--- src/shared/dec_pkg.sv ---
package dec_pkg;

  localparam int ADDR_W = 8;
  localparam int DATA_W = 32;
  localparam int COUNT_W = 24;
  localparam int BEAT_W = 4;
  localparam int ALIGN_W = 3;
  localparam int NUM_TERM = 6;
  localparam int QUEUE_BYTES = 256;

  // Register offsets, byte addresses
  localparam logic [ADDR_W-1:0] OFF_GCS = 8'h00;
  localparam logic [ADDR_W-1:0] OFF_XCTL = 8'h04;
  localparam logic [ADDR_W-1:0] OFF_COUNT = 8'h08;
  localparam logic [ADDR_W-1:0] OFF_PCIADDR = 8'h0c;
  localparam logic [ADDR_W-1:0] OFF_VMEADDR = 8'h10;
  localparam logic [ADDR_W-1:0] OFF_ROUTE = 8'h14;
  localparam logic [ADDR_W-1:0] OFF_IRQSTAT = 8'h18;
  localparam logic [ADDR_W-1:0] OFF_CAUSE = 8'h1c;

  // General control and status fields
  localparam int GCS_GO = 0;
  localparam int GCS_STOP = 1;
  localparam int GCS_HALT = 2;
  localparam int GCS_ACT = 7;
  localparam int STAT_LSB = 8;
  localparam int EN_LSB = 16;

  // Termination index within status and enable fields
  localparam int T_STOP = 0;
  localparam int T_HALT = 1;
  localparam int T_DONE = 2;
  localparam int T_PCI = 3;
  localparam int T_VME = 4;
  localparam int T_PROT = 5;

  // Transfer control: direction bit, 1 = PCI source, VME destination
  localparam int XCTL_DIR = 31;

  localparam int ROUTE_PCI = 0;
  localparam int ROUTE_VME = 1;
  localparam int IRQ_PCI = 0;
  localparam int IRQ_VME = 1;
  localparam int CAUSE_MASTER = 0;
  localparam int CAUSE_TARGET = 1;

  localparam logic [DATA_W-1:0] RESET_WORD = 32'h0000_0000;
  localparam logic [COUNT_W-1:0] RESET_COUNT = 24'h00_0000;

  typedef enum logic [1:0] {
    ST_IDLE = 2'b00,
    ST_RUN = 2'b01,
    ST_DRAIN = 2'b10
  } dec_state_e;

endpackage

--- src/verilog/dec_top.sv ---
// Behaviour
// - DMA traffic ignores other channels' ordering
// - No PCI starts during address-only lock
// - No PCI starts inside foreign read-modify-write
// - No VME transfers while ownership hold set
// - Active while running; one flag at end
// - Done on normal end; stop/halt on user
// - Each termination interrupts only if enabled
// - PCI aborts set PCI error, cause recorded
// - VME error only from BERR in cycle
// - Go with bad setup sets protocol error
// - Control kept; count tracks source bytes
// - Source error drains queue, then flags
// - Destination error halts both sides at once
// - Separate PCI and VME error enables
// - One merged request, routed PCI/VME/both
// - No destination-side byte count kept
// - Enabled interrupt sets both status bits
`timescale 1ns/1ns
module dec_top #(
  parameter int COUNT_W = dec_pkg::COUNT_W
) (
  input wire logic mclk,
  input wire logic resetn,
  input wire logic [dec_pkg::ADDR_W-1:0] regAddr,
  input wire logic [dec_pkg::DATA_W-1:0] regWrData,
  input wire logic regWr,
  input wire logic regRd,
  output logic [dec_pkg::DATA_W-1:0] regRdData,
  input wire logic busMasterEnable,
  input wire logic addressOnlyLockCycle,
  input wire logic rmwInFlight,
  input wire logic vmeOwnershipHold,
  input wire logic vmeBerrN,
  input wire logic vmeCycleActive,
  input wire logic pciMasterAbort,
  input wire logic pciTargetAbort,
  input wire logic srcBeat,
  input wire logic [dec_pkg::BEAT_W-1:0] srcBeatBytes,
  input wire logic queueEmpty,
  input wire logic packetDone,
  input wire logic runComplete,
  output logic dmaActive,
  output logic srcReadEn,
  output logic dstWriteEn,
  output logic pciMayStart,
  output logic vmeMayStart,
  output logic [dec_pkg::DATA_W-1:0] transferControl,
  output logic [COUNT_W-1:0] transferByteCount,
  output logic pciIrqOut,
  output logic vmeIrqOut
);

  function automatic logic hit(input logic [dec_pkg::ADDR_W-1:0] a, input logic [dec_pkg::ADDR_W-1:0] off);
    hit = (a == off);
  endfunction

  dec_pkg::dec_state_e state_q;
  dec_pkg::dec_state_e stateD;
  logic [dec_pkg::NUM_TERM-1:0] status_q;
  logic [dec_pkg::NUM_TERM-1:0] en_q;
  logic [dec_pkg::DATA_W-1:0] xferCtl_q;
  logic [COUNT_W-1:0] count_q;
  logic [dec_pkg::DATA_W-1:0] pciAddr_q;
  logic [dec_pkg::DATA_W-1:0] vmeAddr_q;
  logic [1:0] route_q;
  logic [1:0] irqStat_q;
  logic [1:0] cause_q;
  logic haltPend_q;
  logic drainPci_q;
  logic berrSync;

  dec_sync #(.WIDTH(1), .RESET_VAL(1'b1)) uBerrSync (
    .mclk(mclk),
    .resetn(resetn),
    .asyncIn(vmeBerrN),
    .syncOut(berrSync)
  );

  // Write decode
  wire wrGcs = regWr && hit(regAddr, dec_pkg::OFF_GCS);
  wire wrXctl = regWr && hit(regAddr, dec_pkg::OFF_XCTL);
  wire wrCount = regWr && hit(regAddr, dec_pkg::OFF_COUNT);
  wire wrPciAddr = regWr && hit(regAddr, dec_pkg::OFF_PCIADDR);
  wire wrVmeAddr = regWr && hit(regAddr, dec_pkg::OFF_VMEADDR);
  wire wrRoute = regWr && hit(regAddr, dec_pkg::OFF_ROUTE);
  wire wrIrqStat = regWr && hit(regAddr, dec_pkg::OFF_IRQSTAT);
  wire wrCause = regWr && hit(regAddr, dec_pkg::OFF_CAUSE);

  wire idle = (state_q == dec_pkg::ST_IDLE);
  wire running = !idle;
  wire goWr = wrGcs && regWrData[dec_pkg::GCS_GO] && idle;
  wire stopWr = wrGcs && regWrData[dec_pkg::GCS_STOP];
  wire haltWr = wrGcs && regWrData[dec_pkg::GCS_HALT];

  // Setup checks at go
  wire misaligned = pciAddr_q[dec_pkg::ALIGN_W-1:0] != vmeAddr_q[dec_pkg::ALIGN_W-1:0];
  wire protErr = goWr && (!busMasterEnable || misaligned);
  wire startRun = goWr && !protErr;

  // Bus error detection while running; VME errors only in cycles flagged by vmeCycleActive
  wire pciErrEv = running && (pciMasterAbort || pciTargetAbort);
  wire vmeErrEv = running && vmeCycleActive && !berrSync;
  wire srcIsPci = xferCtl_q[dec_pkg::XCTL_DIR];
  wire srcErr = srcIsPci ? pciErrEv : vmeErrEv;
  wire dstErr = srcIsPci ? vmeErrEv : pciErrEv;

  // Termination causes, prioritised so that only one fires
  wire dstTerm = running && dstErr;
  wire drainTerm = (state_q == dec_pkg::ST_DRAIN) && queueEmpty && !dstErr;
  wire inRun = (state_q == dec_pkg::ST_RUN) && !dstErr && !srcErr;
  wire stopTerm = inRun && stopWr;
  wire haltTerm = inRun && !stopWr && haltPend_q && packetDone;
  wire doneTerm = inRun && !stopWr && !haltTerm && runComplete;

  wire [dec_pkg::NUM_TERM-1:0] termVec;
  assign termVec[dec_pkg::T_STOP] = stopTerm;
  assign termVec[dec_pkg::T_HALT] = haltTerm;
  assign termVec[dec_pkg::T_DONE] = doneTerm;
  assign termVec[dec_pkg::T_PCI] = (dstTerm && !srcIsPci) || (drainTerm && drainPci_q);
  assign termVec[dec_pkg::T_VME] = (dstTerm && srcIsPci) || (drainTerm && !drainPci_q);
  assign termVec[dec_pkg::T_PROT] = protErr;
  wire anyTerm = |termVec;

  // Next state
  assign stateD = anyTerm ? dec_pkg::ST_IDLE :
                  startRun ? dec_pkg::ST_RUN :
                  ((state_q == dec_pkg::ST_RUN) && srcErr) ? dec_pkg::ST_DRAIN : state_q;

  // Status: hardware set wins over software clear; go wipes old status
  wire [dec_pkg::NUM_TERM-1:0] statClr = wrGcs ? regWrData[dec_pkg::STAT_LSB +: dec_pkg::NUM_TERM] : '0;
  wire [dec_pkg::NUM_TERM-1:0] goClr = goWr ? '1 : '0;
  wire [dec_pkg::NUM_TERM-1:0] status_d = (status_q & ~statClr & ~goClr) | termVec;

  // Interrupt merge; error enables are separate bits of en_q
  // Enables in force at this edge, so a go or stop word's own enables apply at once
  wire [dec_pkg::NUM_TERM-1:0] en_d = wrGcs ? regWrData[dec_pkg::EN_LSB +: dec_pkg::NUM_TERM] : en_q;
  wire irqEvent = |(termVec & en_d);
  wire dmaIrq = |(status_q & en_q);
  wire [1:0] irqClr = wrIrqStat ? regWrData[1:0] : 2'b00;
  wire [1:0] irqStat_d = (irqStat_q & ~irqClr) | {2{irqEvent}};

  wire [1:0] causeSet = {pciTargetAbort && running, pciMasterAbort && running};
  wire [1:0] causeClr = wrCause ? regWrData[1:0] : 2'b00;
  wire [1:0] cause_d = (cause_q & ~causeClr) | causeSet;

  // Count holds remaining source bytes only
  wire [COUNT_W-1:0] beatExt = {{(COUNT_W-dec_pkg::BEAT_W){1'b0}}, srcBeatBytes};
  wire countDec = (state_q == dec_pkg::ST_RUN) && srcBeat;
  wire [COUNT_W-1:0] count_d = (wrCount && idle) ? regWrData[COUNT_W-1:0] :
                               countDec ? (count_q - beatExt) : count_q;

  wire haltPend_d = idle ? 1'b0 : (haltWr ? 1'b1 : haltPend_q);

  // Datapath permissions, no dependence on other channel traffic
  wire activeD = (stateD != dec_pkg::ST_IDLE);
  wire srcReadEn_d = (stateD == dec_pkg::ST_RUN);
  wire pciMayStart_d = activeD && !addressOnlyLockCycle && !rmwInFlight;
  wire vmeMayStart_d = activeD && !vmeOwnershipHold;

  // Read path
  wire [dec_pkg::DATA_W-1:0] gcsRead = (dec_pkg::DATA_W'(en_q) << dec_pkg::EN_LSB) |
                                       (dec_pkg::DATA_W'(status_q) << dec_pkg::STAT_LSB) |
                                       (dec_pkg::DATA_W'(running) << dec_pkg::GCS_ACT) |
                                       (dec_pkg::DATA_W'(haltPend_q) << dec_pkg::GCS_HALT);
  wire [dec_pkg::DATA_W-1:0] rdMux =
    hit(regAddr, dec_pkg::OFF_GCS) ? gcsRead :
    hit(regAddr, dec_pkg::OFF_XCTL) ? xferCtl_q :
    hit(regAddr, dec_pkg::OFF_COUNT) ? dec_pkg::DATA_W'(count_q) :
    hit(regAddr, dec_pkg::OFF_PCIADDR) ? pciAddr_q :
    hit(regAddr, dec_pkg::OFF_VMEADDR) ? vmeAddr_q :
    hit(regAddr, dec_pkg::OFF_ROUTE) ? dec_pkg::DATA_W'(route_q) :
    hit(regAddr, dec_pkg::OFF_IRQSTAT) ? dec_pkg::DATA_W'(irqStat_q) :
    hit(regAddr, dec_pkg::OFF_CAUSE) ? dec_pkg::DATA_W'(cause_q) : dec_pkg::RESET_WORD;

  always_ff @(posedge mclk or negedge resetn)
  begin
    if (!resetn)
    begin
      state_q <= dec_pkg::ST_IDLE;
      status_q <= '0;
      irqStat_q <= 2'b00;
      cause_q <= 2'b00;
      count_q <= dec_pkg::RESET_COUNT;
      haltPend_q <= 1'b0;
      drainPci_q <= 1'b0;
    end
    else
    begin
      state_q <= stateD;
      status_q <= status_d;
      irqStat_q <= irqStat_d;
      cause_q <= cause_d;
      count_q <= count_d;
      haltPend_q <= haltPend_d;
      if ((state_q == dec_pkg::ST_RUN) && srcErr)
      begin
        drainPci_q <= srcIsPci;
      end
    end
  end

  // Software setup registers; control and addresses frozen while a run is in progress, enables and route always writable
  always_ff @(posedge mclk or negedge resetn)
  begin
    if (!resetn)
    begin
      en_q <= '0;
      xferCtl_q <= dec_pkg::RESET_WORD;
      pciAddr_q <= dec_pkg::RESET_WORD;
      vmeAddr_q <= dec_pkg::RESET_WORD;
      route_q <= 2'b00;
    end
    else
    begin
      if (wrGcs)
      begin
        en_q <= en_d;
      end
      if (wrXctl && idle)
      begin
        xferCtl_q <= regWrData;
      end
      if (wrPciAddr && idle)
      begin
        pciAddr_q <= regWrData;
      end
      if (wrVmeAddr && idle)
      begin
        vmeAddr_q <= regWrData;
      end
      if (wrRoute)
      begin
        route_q <= regWrData[1:0];
      end
    end
  end

  // Registered outputs
  always_ff @(posedge mclk or negedge resetn)
  begin
    if (!resetn)
    begin
      regRdData <= dec_pkg::RESET_WORD;
      dmaActive <= 1'b0;
      srcReadEn <= 1'b0;
      dstWriteEn <= 1'b0;
      pciMayStart <= 1'b0;
      vmeMayStart <= 1'b0;
      pciIrqOut <= 1'b0;
      vmeIrqOut <= 1'b0;
    end
    else
    begin
      regRdData <= regRd ? rdMux : dec_pkg::RESET_WORD;
      dmaActive <= activeD;
      srcReadEn <= srcReadEn_d;
      dstWriteEn <= activeD;
      pciMayStart <= pciMayStart_d;
      vmeMayStart <= vmeMayStart_d;
      pciIrqOut <= dmaIrq && route_q[dec_pkg::ROUTE_PCI];
      vmeIrqOut <= dmaIrq && route_q[dec_pkg::ROUTE_VME];
    end
  end

  assign transferControl = xferCtl_q;
  assign transferByteCount = count_q;
endmodule // dec_top

--- src/verilog/dec_sync.sv ---
`timescale 1ns/1ns
module dec_sync #(
  parameter int WIDTH = 1,
  parameter logic [WIDTH-1:0] RESET_VAL = '0
) (
  input wire logic mclk,
  input wire logic resetn,
  input wire logic [WIDTH-1:0] asyncIn,
  output logic [WIDTH-1:0] syncOut
);

  logic [WIDTH-1:0] stage1_q;

  always_ff @(posedge mclk or negedge resetn)
  begin
    if (!resetn)
    begin
      stage1_q <= RESET_VAL;
      syncOut <= RESET_VAL;
    end
    else
    begin
      stage1_q <= asyncIn;
      syncOut <= stage1_q;
    end
  end

endmodule // dec_sync

--- config.mk ---
export PLATFORM = sky130hd
export DESIGN_NAME = dec_top
export DESIGN_NICKNAME = d
export VERILOG_FILES = /design/src/shared/dec_pkg.sv /design/src/verilog/dec_top.sv /design/src/verilog/dec_sync.sv
export SDC_FILE = /design/constraint.sdc
export NUM_CORES = 1
export LEC_CHECK = 0
export BUFFER_PORTS_ARGS = -buffer_cell sky130_fd_sc_hd__buf_2
export CORE_UTILIZATION = 40
export CTS_CLUSTER_SIZE = 20
export DETAILED_ROUTE_END_ITERATION = 12
export SYNTH_ARGS = -nofsm -noshare
export SYNTH_HDL_FRONTEND = slang
export SYNTH_SLANG_ARGS = --single-unit
--- constraint.sdc ---
create_clock -name mclk -period 2.8 [get_ports mclk]
set_input_delay 0.7 -clock mclk [delete_from_list [all_inputs] [get_ports mclk]]
set_output_delay 0.7 -clock mclk [all_outputs]
set_load 0.02 [all_outputs]
==> results.txt <==
A synthesized cell averages 11.5 um2. The library cells used most frequently in the layout, excluding fill and tap cells, are 180 x sky130_fd_sc_hd__dfrtp_1, 153 x sky130_fd_sc_hd__buf_2, 104 x sky130_fd_sc_hd__mux2_2. The most used flip-flop cell after synthesis is sky130_fd_sc_hd__dfrtp_1. TritonCTS built the clock tree. Wires add up to 23500 um. Of all nets on the critical path, the largest fanout is 5.

The smallest hold slack is 0.208 ns. The cell seen most often among critical-path stages was sky130_fd_sc_hd__or3_1. First-pass iteration count of the detailed router: 5. The tools report the static leakage as 5.16 nW. Counting flops with an async set or reset pin after synthesis yields a share of 100%.

The logs give 0.43 ns for the clock insertion delay at the later pin of the skew report and 6751 for the via count. The number of pins exceeding their max-slew limit in the final report was 0; the HPWL after detailed placement was 17000 um. For this run, the register share of the synthesized area comes to 55.3%. The most common library cell in the layout ignoring fill and taps was sky130_fd_sc_hd__dfrtp_1. The critical path's slowest cell was sky130_fd_sc_hd__or4_4. Synthesis produced a netlist whose cell count is 718. In this run, the number of DRC markers left after iteration 0 of detailed routing was 700.

Class of the most critical hold timing path: input port to async pin. Transition time at the pin with the least slew margin: 0.909 ns. The clock tree synthesis step divided the H-tree into 4 levels. Setup slack on the critical path of the routed design comes to 0.189 ns. At the placement stage, the worst setup path has a slack of -0.0646 ns. After global routing the overflow that remains totals 0. Global routing used 22.9% of the available tracks. In this run, synthesis produced a sequential element count of 182.

After floorplanning, the core was sized to cover 0.0202 mm2. The net count of the finished layout is 966. Input and output buffers added on the ports amount to 154. The category of the worst setup path capture point is a register. The number of enable flip-flop cells after synthesis was 0; the global placement routability congestion was 0.862. Summed over all nets, wire length on met3 after detailed routing comes to 1450 um. In the final routed layout, each cell accounts on average for 19.9 um.

The critical path required time was 3.15 ns. The worst setup path is launched from a register. The flow ran to the end, and the final reports show no timing, DRC or antenna violations. The growth of design area from synthesis to finish is 24.0%, and the maximum resistive drop on vdd is 383 uV. The highest attainable clock frequency came out at 383 MHz.

The initial utilization of the core area, before any placement, comes to 40.7%. The count of hold-fix buffers inserted at cts was 0. The count of final hold-check violations is 0, and the power per cell area is 574 mW/mm2.

The maximum number of buffers from clock root to sink was 2; the count of max-cap constraint violations was 0. The die span in x is 146 um. For the net count after synthesis, the log shows 783.

Data on the critical path arrives at its endpoint at 2.96 ns. The first-pass GRT wire length came out at 37200 um. The tools report the met2 routed wirelength as 11000 um.

Traced cell by cell, the critical path runs through or4_4 -> nor4b_4 -> nand2_2 -> or3_1 -> buf_4 -> or3_1 -> a21oi_1. Yosys printed 0 warnings. The run gives 0 as the number of remaining DRC errors.

The tools report the largest net degree at the start of global routing as 48. After clock tree synthesis, the clock-pin slew on the worst setup and hold paths is 0.07 ns. Number of antenna violations at the first check in global routing: 1. The run gives 10800 um as the met1 layer wirelength in the final routing. The fraction of the cycle the final worst path needs is 93.2%, and the post-cts resize count is 0. Clock tree synthesis inserted a total of 17 buffers. Using the TritonRoute via totals, the vias-per-cell ratio works out to 5.70.

The via count of the first global-routing pass is 6454, and the count of cell types in the netlist is 53. In this run the tightest slew margin relative to its limit is 38.8%. The clock drives 182 sinks. The finished layout holds 1185 standard cells, fillers aside.

The die covers 0.0212 mm2. The tools report the netlist area before placement as 0.00824 mm2. For the final database, setup skew stands at 0.00937 ns.

In this run the count of I/O pins placed on the die edge is 155. The highest cell delay on the worst timing path was 0.59 ns; the site row count was 52. The floorplan step set the die height to 146 um. The tools report the final antenna-violating net count as 0.

CTS placed an instance of sky130_fd_sc_hd__clkbuf_16 at the clock tree root. The highest metal layer carrying signal wires in the routed design is met4. The setup path with the least slack is of type register to register. Counting tap cells, the placed design contains a total of 1152 instances. Fill cells in the final layout number 1876. Counting I/O delays and the setup requirement, the final critical path takes 2.61 ns. The fraction of layout instances using a drive strength above 1 was 40.0%; the setup violation total in the final timing report was 0. In this run the post-CTS setup repair buffer count came out at 0. Setup repair after global routing left no endpoint under its margin.
## critical path, delay by kind of cell (launching register included)
| family | cells | cell delay [ns] |
|---|---|---|
| compound gates | 1 | 0.14 |
| flops | 1 | 0.39 |
| simple gates | 5 | 1.82 |
| buf+inv | 1 | 0.19 |
## layer usage
metal  up-vias  global-route usage (%)
li1       3078                       -
met1      3405                    32.6
met2       243                    35.2
met3        25                    5.45
met4         0                    5.58
met5         -                       0
## logic make-up (layout without fill, tap and decap cells)
family          count (synthesis)  in the layout  share of synthesized area, %
other cells                     0              1                             0
buf+inv                        55            251                          2.66
xor+xnor                        3              3                         0.319
flops                         182            182                          55.3
simple gates                  172            172                          10.6
fa+ha+maj                       5              5                         0.850
mux                           106            106                          14.5
compound gates                195            195                          15.8
## power by group
| part | switching (mW) | internal [mW] |
|---|---|---|
| logic | 0.426 | 0.287 |
| registers | 0.108 | 2.76 |
| clock network | 1.10 | 1.19 |
## state kept, by name, indices dropped and copies added, names as in the netlist, 2 cells and up
signal,flops
state_q,2
en_q,6
status_q,6
vmeAddr_q,32
transferByteCount,24
route_q,2
regRdData,32
pciAddr_q,32
cause_q,2
irqStat_q,2
transferControl,32
## final timing paths
| check | end | from | slack [ns] | cells after the start |
|---|---|---|---|---|
| hold reg to reg | uBerrSync.syncOut$_DFF_PN1_ | uBerrSync.stage1_q$_DFF_PN1_ | 0.36 | 0 |
| max in group asynchronous | vmeAddr_q[6]$_DFFE_PN0P_ | resetn | 1.88 | 2 |
| hold / removal | transferControl[30]$_DFFE_PN0P_ | resetn | 0.21 | 1 |
| setup reg to reg | transferByteCount[22]$_DFFE_PN0P_ | transferByteCount[8]$_DFFE_PN0P_ | 0.19 | 7 |
| min in group mclk | uBerrSync.stage1_q$_DFF_PN1_ | vmeBerrN | 0.36 | 1 |
| setup / recovery | transferByteCount[22]$_DFFE_PN0P_ | transferByteCount[8]$_DFFE_PN0P_ | 0.19 | 7 |
## stage by stage
step	setup TNS (ns)	utilization, %	instance area, um2	power (mW)
floorplan	0	-	8250	3.27
global placement	-0.0144	47.7	9660	3.62
detailed placement	-0.107	47.7	9660	3.62
CTS	0	50.5	10200	5.91
global route	0	50.5	10200	6.10
finish	0	50.5	10200	5.86
## cells in the mapped netlist (all sizes together), types with 3 or more instances
cell | count | share of area (%)
a221oi | 22 | 2.3
buf | 19 | 1.0
and2 | 5 | 0.38
nor3 | 19 | 1.2
clkbuf | 28 | 1.3
o311ai | 10 | 1.1
or4 | 8 | 0.77
a221o | 7 | 0.85
nand2 | 54 | 2.5
or2 | 6 | 0.46
a31o | 3 | 0.32
a222oi | 8 | 0.97
o31ai | 5 | 0.46
or3 | 5 | 0.38
a22oi | 6 | 0.55
a21oi | 56 | 3.4
nor2 | 32 | 1.5
o21ai | 41 | 2.5
o211ai | 12 | 1.1
and3 | 4 | 0.30
xnor2 | 3 | 0.32
nand3 | 15 | 0.91
nand2b | 4 | 0.30
a22o | 4 | 0.43
nor4 | 5 | 0.38
inv | 8 | 0.36
mux2 | 104 | 14
a211oi | 6 | 0.55
o22ai | 7 | 0.53
nor2b | 4 | 0.30
dfrtp | 180 | 55
ha | 4 | 0.61
## cell type report
class	instances	area, um2	area share (%)
timing repair buffer	211	1250	12.3
multi-input combinational	481	3480	34.0
antenna	1	2.50	0.0245
sequential	182	4560	44.6
tap	270	338	3.31
clock inverter	14	116	1.14
inverter	8	30.0	0.294
clock buffer	18	439	4.30
No activity file was read; power rests on OpenSTA's default activity.
